## src/adc_readout_pkg.sv

```systemverilog
// Constants shared by the dual converter readout logic.
// Assumes a 40 MHz system clock and a plain register port.
package adc_readout_pkg;

    localparam int unsigned SYS_CLK_PERIOD_PS = 25000;
    // Least strobe high time seen by the far end
    localparam int unsigned STROBE_MIN_NS     = 25;
    localparam int unsigned STROBE_MIN_CYC    =
        (STROBE_MIN_NS * 1000 + SYS_CLK_PERIOD_PS - 1) / SYS_CLK_PERIOD_PS;
    // Settling after supply return or sleep exit
    localparam int unsigned SETTLE_MS         = 10;
    localparam int unsigned SETTLE_CYC        =
        (SETTLE_MS * 1000000 + SYS_CLK_PERIOD_PS / 1000 - 1)
        / (SYS_CLK_PERIOD_PS / 1000);

    localparam int unsigned RESULT_W = 16;
    localparam int unsigned LANES    = 2;

    localparam logic [3:0] CTRL_OFS    = 4'h0;
    localparam logic [3:0] PATTERN_OFS = 4'h4;
    localparam logic [3:0] STATUS_OFS  = 4'h8;
    localparam int unsigned CTRL_PAT_BIT = 0;
    localparam logic [15:0] CTRL_RST    = 16'h0000;
    localparam logic [15:0] PATTERN_RST = 16'h0000;

    typedef enum logic [1:0] {
        PWR_OPER,
        PWR_NAP,
        PWR_SLEEP
    } pwr_state_t;

endpackage

```

## src/pin_sync.sv

```systemverilog
// Two flip-flop synchroniser for a group of pin levels.
// Assumes levels that change slowly against the local clock.
`timescale 1ns/1ps
module pin_sync #(
    parameter int W = 1
) (
    input  wire logic         i_sys_clk,
    input  wire logic         i_srst,
    input  wire logic [W-1:0] i_async,
    output logic      [W-1:0] o_sync
);
    logic [W-1:0] meta_r;

    always_ff @(posedge i_sys_clk) begin
        if (i_srst) begin
            meta_r <= '0;
            o_sync <= '0;
        end else begin
            meta_r <= i_async;
            o_sync <= meta_r;
        end
    end
endmodule

```

## src/lane_shifter.sv

```systemverilog
// Parallel-load shift registers, one per serial data lane.
// Assumes load and shift never coincide with reset.
`timescale 1ns/1ps
module lane_shifter #(
    parameter int W     = 16,
    parameter int LANES = 2
) (
    input  wire logic               i_sys_clk,
    input  wire logic               i_srst,
    input  wire logic               i_load,
    input  wire logic               i_shift,
    input  wire logic [LANES*W-1:0] i_words,
    output logic      [LANES-1:0]   o_bits
);
    genvar g;
    generate
        for (g = 0; g < LANES; g++) begin : g_lane
            logic [W-1:0] word_r;
            always_ff @(posedge i_sys_clk) begin
                if (i_srst) begin
                    word_r    <= '0;
                    o_bits[g] <= 1'b0;
                end else if (i_load) begin
                    word_r    <= i_words[g*W +: W];
                    o_bits[g] <= 1'b0;
                end else if (i_shift) begin
                    // MSB leaves first
                    o_bits[g] <= word_r[W-1];
                    word_r    <= {word_r[W-2:0], 1'b0};
                end
            end
        end
    endgenerate
endmodule

```

## src/dual_sar_adc_serial_readout.sv

```systemverilog
// Conversion control, two-lane serial readout and nap/sleep sequencing.
// Assumes strobe, serial clock and straps come from pins; results from
// the converter core arrive on the system clock.
`timescale 1ns/1ps
// Operation
// - Strobe rise starts tracking in operating state only
// - Strobe fall holds and converts both
// - Falling serial clock shifts bits, MSB first
// - Echo clock skew matches data lanes
// - CMOS: echo clock off when strap high
// - Second strobe rise enters nap
// - Serial clock rise leaves nap
// - Two more strobes go nap to sleep
// - CMOS: serial clock rise leaves sleep
// - Fifth strobe leaves sleep
// - Strobes alone cycle states forever
// - Low supply resets and reinitialises
// - Strap selects CMOS or LVDS
// - CMOS: negative pins held low
// - LVDS: differential lanes and clock
// - Shifted bits from same conversion
module dual_sar_adc_serial_readout
    import adc_readout_pkg::*;
#(
    parameter int unsigned SETTLE_CYCLES = adc_readout_pkg::SETTLE_CYC
) (
    input  wire logic                            i_sys_clk,
    input  wire logic                            i_srst,
    input  wire logic                            i_conversion_strobe,
    input  wire logic                            i_sck_p,
    input  wire logic                            i_sck_n,
    input  wire logic                            i_lvds_sel,
    input  wire logic                            i_echo_clock_out_n,
    input  wire logic                            i_supply_ok,
    input  wire logic [adc_readout_pkg::RESULT_W-1:0] i_ch1_result,
    input  wire logic [adc_readout_pkg::RESULT_W-1:0] i_ch2_result,
    input  wire logic [3:0]                      i_addr,
    input  wire logic [15:0]                     i_wdata,
    input  wire logic                            i_wr,
    input  wire logic                            i_rd,
    output logic      [15:0]                     o_rdata,
    output logic                                 o_track,
    output logic                                 o_conv_start,
    output logic                                 o_serial_out_ch1_p,
    output logic                                 o_serial_out_ch1_n,
    output logic                                 o_serial_out_ch2_p,
    output logic                                 o_serial_out_ch2_n,
    output logic                                 o_echo_clock_out_p,
    output logic                                 o_echo_clock_out_n,
    output logic                                 o_echo_clock_out_n_oe,
    output logic [1:0]                           o_power_state,
    output logic                                 o_settling
);
    import adc_readout_pkg::*;

    localparam int CW = $clog2(SETTLE_CYCLES + 1);
    localparam logic [CW-1:0] SETTLE_LOAD = CW'(SETTLE_CYCLES);

    function automatic logic hit(input logic [3:0] a, input logic [3:0] o);
        hit = (a == o);
    endfunction

    // Pin synchronisation
    logic [5:0] pins_s;
    pin_sync #(.W(6)) u_sync (
        .i_sys_clk (i_sys_clk),
        .i_srst    (i_srst),
        .i_async   ({i_supply_ok, i_echo_clock_out_n, i_lvds_sel,
                     i_sck_n, i_sck_p, i_conversion_strobe}),
        .o_sync    (pins_s)
    );

    logic       strobe_s;
    logic       lvds_s;
    logic       echo_strap_s;
    logic       supply_s;
    logic       sck_s;
    assign strobe_s     = pins_s[0];
    assign lvds_s       = pins_s[3];
    assign echo_strap_s = pins_s[4];
    assign supply_s     = pins_s[5];
    // Differential receiver in LVDS, single pin in CMOS
    assign sck_s = lvds_s ? (pins_s[1] & ~pins_s[2]) : pins_s[1];

    logic strobe_d_r;
    logic sck_d_r;
    logic strobe_rise;
    logic strobe_fall;
    logic sck_rise;
    logic sck_fall;
    logic int_rst;

    assign int_rst = i_srst | ~supply_s;

    always_ff @(posedge i_sys_clk) begin
        if (int_rst) begin
            strobe_d_r <= 1'b0;
            sck_d_r    <= 1'b0;
        end else begin
            strobe_d_r <= strobe_s;
            sck_d_r    <= sck_s;
        end
    end

    assign strobe_rise = strobe_s & ~strobe_d_r;
    assign strobe_fall = ~strobe_s & strobe_d_r;
    assign sck_rise    = sck_s & ~sck_d_r;
    assign sck_fall    = ~sck_s & sck_d_r;

    // Registers
    logic [15:0] ctrl_r;
    logic [15:0] pattern_r;

    always_ff @(posedge i_sys_clk) begin
        if (i_srst) begin
            ctrl_r    <= CTRL_RST;
            pattern_r <= PATTERN_RST;
        end else if (i_wr) begin
            if (hit(i_addr, CTRL_OFS))
                ctrl_r <= i_wdata;
            if (hit(i_addr, PATTERN_OFS))
                pattern_r <= i_wdata;
        end
    end

    // Power state sequencing
    pwr_state_t state_r;
    logic [2:0] pcnt_r;

    always_ff @(posedge i_sys_clk) begin
        if (int_rst) begin
            state_r <= PWR_OPER;
            pcnt_r  <= 3'h0;
        end else if (sck_rise) begin
            case (state_r)
                PWR_OPER: pcnt_r <= 3'h0;
                PWR_NAP: begin
                    state_r <= PWR_OPER;
                    pcnt_r  <= 3'h0;
                end
                PWR_SLEEP: begin
                    if (!lvds_s) begin
                        state_r <= PWR_OPER;
                        pcnt_r  <= 3'h0;
                    end
                end
                default: state_r <= PWR_OPER;
            endcase
        end else if (strobe_rise) begin
            case (state_r)
                PWR_OPER: begin
                    if (pcnt_r == 3'h1)
                        state_r <= PWR_NAP;
                    pcnt_r <= pcnt_r + 3'h1;
                end
                PWR_NAP: begin
                    if (pcnt_r == 3'h3)
                        state_r <= PWR_SLEEP;
                    pcnt_r <= pcnt_r + 3'h1;
                end
                PWR_SLEEP: begin
                    state_r <= PWR_OPER;
                    pcnt_r  <= 3'h0;
                end
                default: state_r <= PWR_OPER;
            endcase
        end
    end

    // Settling timer after supply return or sleep exit
    logic [CW-1:0] settle_r;
    always_ff @(posedge i_sys_clk) begin
        if (int_rst)
            settle_r <= SETTLE_LOAD;
        else if (state_r == PWR_SLEEP)
            settle_r <= SETTLE_LOAD;
        else if (settle_r != '0)
            settle_r <= settle_r - CW'(1);
    end

    // Sample-and-hold and conversion start
    logic conv_go;
    assign conv_go = strobe_fall & o_track;

    always_ff @(posedge i_sys_clk) begin
        if (int_rst) begin
            o_track      <= 1'b0;
            o_conv_start <= 1'b0;
        end else begin
            o_conv_start <= conv_go;
            if (strobe_rise && state_r == PWR_OPER && !sck_rise)
                o_track <= 1'b1;
            else if (strobe_fall)
                o_track <= 1'b0;
        end
    end

    // Result lanes loaded at conversion start, no pipeline
    logic [RESULT_W-1:0] ch1_word;
    logic [RESULT_W-1:0] ch2_word;
    logic [1:0]          lane_bits;
    assign ch1_word = ctrl_r[CTRL_PAT_BIT] ? pattern_r : i_ch1_result;
    assign ch2_word = ctrl_r[CTRL_PAT_BIT] ? ~pattern_r : i_ch2_result;

    lane_shifter #(.W(RESULT_W), .LANES(LANES)) u_shift (
        .i_sys_clk (i_sys_clk),
        .i_srst    (int_rst),
        .i_load    (conv_go),
        .i_shift   (sck_fall),
        .i_words   ({ch2_word, ch1_word}),
        .o_bits    (lane_bits)
    );

    // Pin drivers; echo follows the same flop depth as data
    logic echo_en;
    assign echo_en = lvds_s | ~echo_strap_s;

    always_ff @(posedge i_sys_clk) begin
        if (int_rst) begin
            o_serial_out_ch1_p    <= 1'b0;
            o_serial_out_ch1_n    <= 1'b0;
            o_serial_out_ch2_p    <= 1'b0;
            o_serial_out_ch2_n    <= 1'b0;
            o_echo_clock_out_p    <= 1'b0;
            o_echo_clock_out_n    <= 1'b0;
            o_echo_clock_out_n_oe <= 1'b0;
        end else begin
            o_serial_out_ch1_p    <= lane_bits[0];
            o_serial_out_ch2_p    <= lane_bits[1];
            o_serial_out_ch1_n    <= lvds_s & ~lane_bits[0];
            o_serial_out_ch2_n    <= lvds_s & ~lane_bits[1];
            o_echo_clock_out_p    <= echo_en & sck_d_r;
            o_echo_clock_out_n    <= lvds_s & ~sck_d_r;
            o_echo_clock_out_n_oe <= lvds_s;
        end
    end

    // Status and read port
    always_ff @(posedge i_sys_clk) begin
        if (i_srst) begin
            o_power_state <= 2'h0;
            o_settling    <= 1'b1;
            o_rdata       <= 16'h0000;
        end else begin
            o_power_state <= state_r;
            o_settling    <= int_rst || settle_r != '0;
            if (!i_rd)
                o_rdata <= 16'h0000;
            else if (hit(i_addr, CTRL_OFS))
                o_rdata <= ctrl_r;
            else if (hit(i_addr, PATTERN_OFS))
                o_rdata <= pattern_r;
            else if (hit(i_addr, STATUS_OFS))
                o_rdata <= {10'h000, settle_r != '0, echo_en, lvds_s,
                            pcnt_r == 3'h0, state_r};
            else
                o_rdata <= 16'h0000;
        end
    end
endmodule

```

## config.mk

```make
export PLATFORM = sky130hd
export DESIGN_NAME = dual_sar_adc_serial_readout
export DESIGN_NICKNAME = d
export VERILOG_FILES = /design/src/adc_readout_pkg.sv /design/src/pin_sync.sv /design/src/lane_shifter.sv /design/src/dual_sar_adc_serial_readout.sv
export SDC_FILE = /design/constraint.sdc
export NUM_CORES = 1
export LEC_CHECK = 0
export ABC_AREA = 1
export ABC_CLOCK_PERIOD_IN_PS = 3400
export BUFFER_PORTS_ARGS = -buffer_cell sky130_fd_sc_hd__buf_2
export CORE_MARGIN = 5
export CORE_UTILIZATION = 35
export CTS_CLUSTER_DIAMETER = 80
export CTS_CLUSTER_SIZE = 12
export DETAILED_ROUTE_END_ITERATION = 8
export GPL_TIMING_DRIVEN = 0
export PLACE_DENSITY_LB_ADDON = 0.1
export SKIP_LAST_GASP = 1
export SLEW_MARGIN = 20
export SYNTH_ARGS = -nofsm -noshare
export SYNTH_HDL_FRONTEND = slang
export SYNTH_SLANG_ARGS = --single-unit
```

## constraint.sdc

```tcl
create_clock -name i_sys_clk -period 3.4 [get_ports i_sys_clk]
set_input_delay 0.34 -clock i_sys_clk [delete_from_list [all_inputs] [get_ports i_sys_clk]]
set_output_delay 0.34 -clock i_sys_clk [all_outputs]
set_load 0.01 [all_outputs]
```

; ---- After elaboration in Yosys (flattened, before gate mapping)
; Index checks and enable logic that the tools add are counted.
[classes]
bitwise = 23
addsub = 2
n_eq_ne = 12
n_reduce_logical = 19
n_mux = 24
[op_table]
columns = op, n
row1 = 16-bit 2-to-1 mux, 8
row2 = 19-bit nonzero test, 1
row3 = 19-bit by 1-bit subtractor with 19-bit output (second input constant), 1
row4 = 16-bit inverter, 1
row5 = 3-bit one-hot mux with 2 select lines, 2
row6 = 1-bit AND, 10
row7 = 2-bit 2-to-1 mux, 5
row8 = 1-bit inverter, 10
row9 = 3-bit 2-to-1 mux, 3
row10 = 2-bit one-hot mux with 2 select lines, 2
row11 = 2-bit OR reduction, 4
row12 = 6-bit 2-to-1 mux, 1
row13 = 3-bit by 2-bit != test with 1-bit output (second input constant), 2
row14 = 3-bit != test (second input constant), 2
row15 = 2-bit nonzero test, 3
row16 = 5-bit AND reduction, 1
row17 = 4-bit by 3-bit equality test with 1-bit output (second input constant), 1
row18 = 4-bit equality test (second input constant), 1
row19 = 4-bit zero test, 1
row20 = 2-bit != test (second input constant), 2
row21 = 2-bit AND reduction, 2
row22 = 4-bit AND reduction, 1
row23 = 3-bit by 1-bit adder with 3-bit output (second input constant), 1
row24 = 3-bit by 1-bit equality test with 1-bit output (second input constant), 1
row25 = other kinds (10), 14
[totals]
regBits = 132
elab_cells = 105

; ---- Logic depth before layout (Yosys ltp)
; Gate-level depths: netlist of the first run.
[logic_depth]
depth_word = 7
depth_mapped = 10

; ---- By module
; Synthesis of the first run repeated with hierarchy kept, for this count alone.
[hier_totals]
hier_cells = 866
area_unflattened_um2 = 6089.6
[modules_own_cells]
columns = mod, cells_each, area_each_um2, n_inst
row1 = dual_sar_adc_serial_readout, 579, 4091.4, 1
row2 = lane_shifter, 250, 1656.6, 1
row3 = pin_sync, 37, 341.6, 1

; ---- Least setup slack after synthesis of the first run
; Ideal clock, no wire load.
[synth_timing]
kind = register to register
from = reg settle_r[0]
to = reg settle_r[11]
slack_ns = 2.036
t_required_ns = 3.271
arrival_time_ns = 1.235
synth_period_minus_slack_ns = 1.364
n_path_buf = 1
setup_ns = 0.129
path_stages_with_launch = 9
path_cell_list = dfxtp_1 -> inv_1 -> ha_1 -> nand2_2 -> nor2_4 -> nand3_4 -> buf_6 -> nand3_1 -> o211ai_1
[synth_between]
elab_chain_len = 1
[synth_lines]
columns = element, line
row1 = "start, declared", dual_sar_adc_serial_readout.sv:171  ; logic [CW-1:0] settle_r;
row2 = "start signal, assigned", dual_sar_adc_serial_readout.sv:178  ; settle_r <= settle_r - CW'(1);
row3 = 19-bit by 1-bit subtractor with 19-bit output or 19-bit nonzero test (tied branches), "dual_sar_adc_serial_readout.sv:178, dual_sar_adc_serial_readout.sv:177"
; Parallel ways exist; a longest one is shown, timed or not.
; A chain may end at the register's enable or synchronous reset.

; ---- Worst setup path in the final report of the first run
[layout_timing]
from = reg u_sync.o_sync[3]
to = reg u_shift.g_lane[0].word_r[5]
[layout_between]
elab_chain_len = 4
[layout_lines]
columns = element, line
row1 = "start, declared", pin_sync.sv:10  ; output logic [W-1:0] o_sync
row2 = "start signal, assigned", pin_sync.sv:20  ; o_sync <= meta_r;
row3 = 1-bit 2-to-1 mux, dual_sar_adc_serial_readout.sv:83  ; assign sck_s = lvds_s ? (pins_s[1] & ~pins_s[2]) : pins_s[1];
row4 = 1-bit inverter, dual_sar_adc_serial_readout.sv:108  ; assign sck_fall = ~sck_s & sck_d_r;
row5 = 1-bit AND, dual_sar_adc_serial_readout.sv:108
row6 = 2-bit nonzero test (no source line), n/a
row7 = "end signal, assigned", lane_shifter.sv:24  ; word_r <= i_words[g*W +: W];
row8 = "end signal, assigned", lane_shifter.sv:29  ; word_r <= {word_r[W-2:0], 1'b0};
row9 = "end, declared", lane_shifter.sv:18  ; logic [W-1:0] word_r;
; Every way passes these cells.

==> out/results.txt, run 1 <==
Outcome - finished clean
Post-Synth XOR/XNOR Area - 1.59%
Max VDD drop - 0.325 mV
Clock latency at the later pin of the worst-skew pair - 0.42 ns
Async SR Flop Fraction - 0%
Post-DRT Antenna Nets - 0
Yosys cell types - 36
Syn_nets - 804
1st-iter DRT viols - 501
Mapped Cells - 737
Flop and latch count out of synthesis - 132
Sw frac - 22.8%
Adder-cell share of the synthesized area - 1.13%
Fmax - 0.619 GHz
Die area - 18,400 um^2
CORE AREA - 15,700 um^2
Compound-cell area share of the yosys netlist - 15.8%
RR Endpoint - u_shift.g_lane[0].word_r[5]$_SDFFE_PP0P_
Power Internal - 0.00273 W
DR vias/cell - 4.91
TritonRoute pass-1 iters - 5
Placed instance area - 6230 um^2
Least-Margin Pin Slew - 0.581 ns
Largest net degree at the start of global routing - 17
Initial antenna violation count - 0
Total congestion overflow - 0
Most common cell after layout, fill and taps aside - nand2_1
# resized after CTS - 0
Clock Pin Slew Worst Setup and Hold Paths - 0.06 ns
Endpoints failing setup - 0
Gr usage total - 18.0%
Mean Syn Cell Area - 7.49 um^2
Nature of the critical path startpoint - register
Final Slew Violations - 0
Bufs and invs on worst path - 2
Sw power - 0.000806 W
DP HPWL - 12,100 um
Fin area - 6810 um^2
Worst Reg-to-Reg Cells - 7
Fin. Hold Viols - 0
DP Worst Slack - 1.73 ns
Largest family of logic cells by synthesized area - simple AND/OR/NAND/NOR gates
RSZ-0062 raised after global routing - false
Critical Path Fanout Max - 10
Critical-path cell list - nand2_1 > nand2_1 > nand2_2 > clkinv_1 > buf_4 > nand3_1 > a31oi_1
Initial Util - 35.3%
Worst Clk Skew - 0.00823 ns
Critical path capture point type - register
Clock power share - 50.6%
Relative slew slack - 61.2%
Die W - 136 um
Most common cell on crit path - nand2_1
CTS Buf Count - 17
I/O Pins - 90
Final worst-path cycle share - 47.5%
R2R setup slack - 1.79 ns
Synthesis-to-layout area growth - 23.3%
Min-Delay Endpoint - u_sync.meta_r[5]$_SDFF_PP0_
Hold_buf cts - 0
Routed vias - 5,267
Port Buffers - 88
FF/Latch Area - 2640 um^2
Clock buffer depth - 2
Util after Layout - 43.5%
CP Class - reg -> reg
Synth Cell Area - 5520 um^2
Die Ht - 136 um
Cell family with most CP delay - buffers and inverters
Number of H-tree levels - 4
DR WL/cell - 14.9 um
Yosys warns - 0
Final WL - 16,000 um
Crit-path max cell delay - 0.32 ns
Maximum capacitance violations - 0
Vias in the first global route - 5,095
Post-synth EDFFs - 0
Static Leak - 2.77 nW
Slowest stage cell, crit path - dfxtp_1
Hold Path Class - in -> reg
Fin nets - 911
CTS root buf - clkbuf_16
Req. time, crit path - 3.67 ns
Global-route wire length before repair - 26,100 um
Multiplexer share of the synthesized area - 0%
Placer congestion estimate - 0.859
R2R Path Start - u_sync.o_sync[3]$_SDFF_PP0_
Multi-input logic area - 2460 um^2
Fillers - 1,641
Register area share after synthesis - 47.9%
CTS tree - built
Post-Synth Simple-Gate Area - 26.0%
Clock Sink Count - 132
Minimum clock period - 1.61 ns
Most frequent cells in the layout - 179 x nand2_1, 132 x dfxtp_1, 105 x buf_2, 74 x nor2_1, 71 x a21oi_1
Fraction of power consumed by sequential logic - 44.6%
Comb pwr share - 4.8%
Setup ws final - 1.79 ns
Layout cells sized above 1 - 19.0%
Commonest register cell after synthesis - dfxtp_1
Residual DRC count - 0
Critical path arrival - 1.89 ns
HP Start - i_supply_ok
Final TNS setup - 0 ns
# Post-CTS Setup Buffers - 0
Cells on Worst Hold Path - 3
Diode count - 0
PwrDens - 519 nW/um^2
Row Count - 46
metal layers:
layer	track usage, %	routed length (um)
met4	5.49	231
met3	4.61	961
met5	0	0
met1	25.4	7780
met2	27.2	7040
kinds of logic (layout without fill, tap and decap cells):
family	after synthesis	after routing
flops	132	132
xor+xnor	10	10
compound gates	155	155
simple gates	336	336
fa+ha+maj	5	5
buf+inv	99	219
layout make-up:
type / count / share of cell area (%)
clock inverters: 12 / 1.91
plain buffers: 37 / 2.76
well taps: 216 / 3.97
clock buffers: 20 / 6.56
repair buffers: 88 / 6.47
inverters: 62 / 3.42
multi-input cells: 506 / 36.1
flip-flops and latches: 132 / 38.8
worst register-to-register path, cell delays in order, from the launching register on:
cell	delay (ns)
dfxtp_1	0.32
nand2_1	0.09
nand2_1	0.11
nand2_2	0.18
clkinv_1	0.30
buf_4	0.28
nand3_1	0.09
a31oi_1	0.10
synthesized netlist by cell type, types with 5 or more instances:
library cell | instances | area share [%]
nand2_1 | 179 | 12
dfxtp_1 | 132 | 48
nor2_1 | 74 | 5.0
a21oi_1 | 71 | 6.4
inv_1 | 56 | 3.8
nand3_1 | 49 | 4.4
o21ai_0 | 38 | 3.4
a31oi_1 | 22 | 2.5
buf_2 | 17 | 1.5
o211ai_1 | 10 | 1.4
clkbuf_1 | 9 | 0.61
nor3_1 | 9 | 0.82
buf_4 | 5 | 0.68
ha_1 | 5 | 1.1
nand3b_1 | 5 | 0.68
nand4_1 | 5 | 0.57
xnor2_1 | 5 | 0.79
xor2_1 | 5 | 0.79
power groups by stage:
stage | sequential, W | clock, W | combinational, W
floorplan | 0.00161 | 0 | 0.0000937
global placement | 0.00161 | 0 | 0.000169
detailed placement | 0.00161 | 0 | 0.000169
CTS | 0.00157 | 0.00183 | 0.000170
global route | 0.00158 | 0.00190 | 0.000192
finish | 0.00157 | 0.00179 | 0.000171
metrics by stage:
| stage | instances | hold WS [ns] | power [W] |
|---|---|---|---|
| final | 1073 | 0.124 | 0.00353 |
| after global routing | 1073 | 0.115 | 0.00367 |
| after CTS | 1073 | 0.111 | 0.00357 |
| after detailed placement | 1041 | 0.396 | 0.00178 |
| after global placement | 1041 | 0.395 | 0.00178 |
| after floorplan | 737 | 0.388 | 0.00170 |
state kept, by name, indices dropped and copies added (netlist names), 2 cells and up:
name	flops
u_shift.g_lane.word_r	32
pattern_r	16
state_r	2
u_sync.o_sync	6
o_power_state	2
ctrl_r	16
u_sync.meta_r	6
settle_r	19
u_shift.o_bits	2
o_rdata	16
pcnt_r	3
worst max-delay path by stage:
stage                                start                                        to  slack, ns  depth (start not counted)
6_report       u_sync.o_sync[3]$_SDFF_PP0_  u_shift.g_lane[0].word_r[5]$_SDFFE_PP0P_       1.79                          7
5_1_grt        u_sync.o_sync[3]$_SDFF_PP0_  u_shift.g_lane[0].word_r[2]$_SDFFE_PP0P_       1.65                          7
3_3_place_gp                     i_addr[3]                    o_rdata[14]$_SDFF_PP0_       1.72                          7
4_1_cts        u_sync.o_sync[3]$_SDFF_PP0_  u_shift.g_lane[0].word_r[5]$_SDFFE_PP0P_       1.79                          7
3_5_place_dp                        i_srst  u_shift.g_lane[1].word_r[5]$_SDFFE_PP0P_       1.73                          7
2_1_floorplan     settle_r[0]$_SDFFE_PP0P_                 settle_r[11]$_SDFFE_PP1P_       2.04                          8
(Power assumes the default switching activity.)
==> inputs of run 2 (changes only) <==
ABC_CLOCK_PERIOD_IN_PS = 1400   (was 3400)
clock period = 1.4 ns   (was 3.4 ns; I/O delays follow)
==> out/results.txt, run 2 (same netlist as run 1, synthesis figures left out) <==
Critical Path Fanout Max - 7 (-3)
TritonRoute pass-1 iters - 5 (unchanged)
Power, Total - 0.00865 W (+140%)
Final Slew Violations - 0 (unchanged)
1st-iter DRT viols - 484 (-3.4%)
FF/Latch Area - 2660 um^2 (+0.57%)
Gr usage total - 18.4% (+0.33 points)
Fin. Hold Viols - 0 (unchanged)
DR vias/cell - 4.87 (-0.69%)
Number of H-tree levels - 4 (unchanged)
Clock buffer depth - 2 (unchanged)
CTS Buf Count - 17 (unchanged)
Endpoints failing setup - 8 (+8)
Least-Margin Pin Slew - 0.596 ns (+0.0144 ns)
Req. time, crit path - 1.70 ns (-1.97 ns)
Static Leak - 2.97 nW (+7.0%)
CORE AREA - 15,700 um^2 (unchanged)
Hold Path Class - in -> reg
Cell family with most CP delay - simple AND/OR/NAND/NOR gates
DP HPWL - 12,100 um (unchanged)
Die W - 136 um (unchanged)
Row Count - 46 (unchanged)
Initial antenna violation count - 0 (unchanged)
Die area - 18,400 um^2 (unchanged)
Final WL - 16,400 um (+2.5%)
Layout cells sized above 1 - 24.3% (+5.2 points)
Residual DRC count - 0 (unchanged)
Reg with most FFs - u_shift.g_lane.word_r
Relative slew slack - 60.3% (-0.96 points)
Synthesis-to-layout area growth - 31.8%
R2R setup slack - -0.06 ns (-1.84 ns)
Failing checks - setup timing
Hold Worst Slack - 0.0113 ns (-0.113 ns)
Fillers - 1,597 (-2.7%)
Routed vias - 5,372 (+2.0%)
Slowest stage cell, crit path - dfxtp_4
Critical path arrival - 1.76 ns (-0.13 ns)
Fmax - 0.685 GHz (+11%)
Max VDD drop - 0.793 mV (+140%)
Total congestion overflow - 0 (unchanged)
I/O Pins - 90 (unchanged)
DR WL/cell - 14.9 um (-0.22%)
Worst Clk Skew - 0.00869 ns (+0.000456 ns)
Post-DRT Antenna Nets - 0 (unchanged)
Initial Util - 35.3% (unchanged)
Critical path capture point type - register
Most frequent cells in the layout - 176 x nand2_1, 122 x dfxtp_1, 100 x buf_2, 70 x nor2_1, 67 x a21oi_1
Clock latency at the later pin of the worst-skew pair - 0.42 ns (about the same)
Port Buffers - 88 (unchanged)
Setup ws final - -0.0593 ns (-1.84 ns)
Placer congestion estimate - 0.859 (unchanged)
Die Ht - 136 um (unchanged)
Multi-input logic area - 2580 um^2 (+5.0%)
CTS tree - built
Minimum clock period - 1.46 ns (-0.155 ns)
Most common cell after layout, fill and taps aside - nand2_1
Max reg flops - 32 (unchanged)
CTS root buf - clkbuf_16
RSZ-0062 raised after global routing - true
Global-route wire length before repair - 26,600 um (+2.0%)
Largest net degree at the start of global routing - 17 (unchanged)
Vias in the first global route - 5,186 (+1.8%)
Clock Sink Count - 132 (unchanged)
PwrDens - 1190 nW/um^2 (+130%)
Clock Pin Slew Worst Setup and Hold Paths - 0.06 ns (about the same)
Maximum capacitance violations - 0 (unchanged)
Crit-path max cell delay - 0.36 ns (+0.04 ns)
Diode count - 0 (unchanged)
Fin nets - 940 (+3.2%)
Top Registers - u_shift.g_lane.word_r: 32 flops, settle_r: 19 flops
Outcome - complete, but fails checks
CP Class - reg -> reg
Nature of the critical path startpoint - register
Final worst-path cycle share - 104% (+57 points)
Bufs and invs on worst path - 2 (unchanged)
Critical-path cell list - inv_4 > ha_4 > nand2_4 > nor2_4 > nand3_4 > bufbuf_16 > nand2_1 > nor2_1
==> run 2: worst reg2reg max path: cells and delay by family, from the launching register on <==
family                   cells  cell delay (ns)
AND/OR/NAND/NOR              5             0.47
buffers and inverters        2             0.37
adder cells (fa/ha/maj)      1             0.14
flip-flops                   1             0.36
==> run 2: final cells by class <==
class | count | share of cell area, %
Sequential cell | 132 | 36.5
Multi-Input combinational cell | 506 | 35.4
Timing Repair Buffer | 117 | 10.0
Clock buffer | 20 | 6.14
Tap cell | 216 | 3.71
Inverter | 62 | 3.37
Buffer | 37 | 3.01
Clock inverter | 12 | 1.79
==> run 2: what timing repair did <==
action / CTS / global route
hold endpoints to repair: 16 / 1
setup endpoints to repair: 54 / 52
pin swaps: 8 / 7
hold buffers: 14 / 1
setup buffers: 10 / 4
cloned: 1 / 0
resized for setup: 28 / 41
==> run 2: worst paths after layout <==
path / to / start / depth (start not counted)
worst max-delay path: settle_r[6]$_SDFFE_PP0P_ / settle_r[0]$_SDFFE_PP0P_ / 8
worst min-delay path: ctrl_r[11]$_SDFFE_PP0P_ / i_wdata[11] / 3
worst max register to register: settle_r[6]$_SDFFE_PP0P_ / settle_r[0]$_SDFFE_PP0P_ / 8
worst min register to register: u_sync.o_sync[3]$_SDFF_PP0_ / u_sync.meta_r[3]$_SDFF_PP0_ / 2
==> run 2: routing by layer <==
metal,track usage [%],up-vias,routed length (um)
li1,-,2696,-
met1,25.8,2462,7820
met2,27.8,188,7260
met3,4.42,26,1060
met4,5.88,0,262
met5,0,-,0
==> run 2: power by group <==
group          leakage (nW)  internal, W  switching, W
combinational          1.61     0.000191      0.000279
clock                 0.281      0.00267       0.00169
sequential             1.07      0.00380     0.0000261
==> run 2: per-stage QoR <==
step / area [um^2] / cells / util, % / TNS, ns / worst slack (ns)
after CTS: 7140 / 1098 / 45.6 / 0 / 0.00339
after detailed placement: 6230 / 1041 / 39.8 / -5.03 / -0.191
after global routing: 7280 / 1102 / 46.5 / -1.06 / -0.108
after floorplan: 5520 / 737 / - / 0 / 0.0355
after global placement: 6230 / 1041 / 39.8 / -4.92 / -0.185
final: 7280 / 1102 / 46.5 / -0.292 / -0.0593
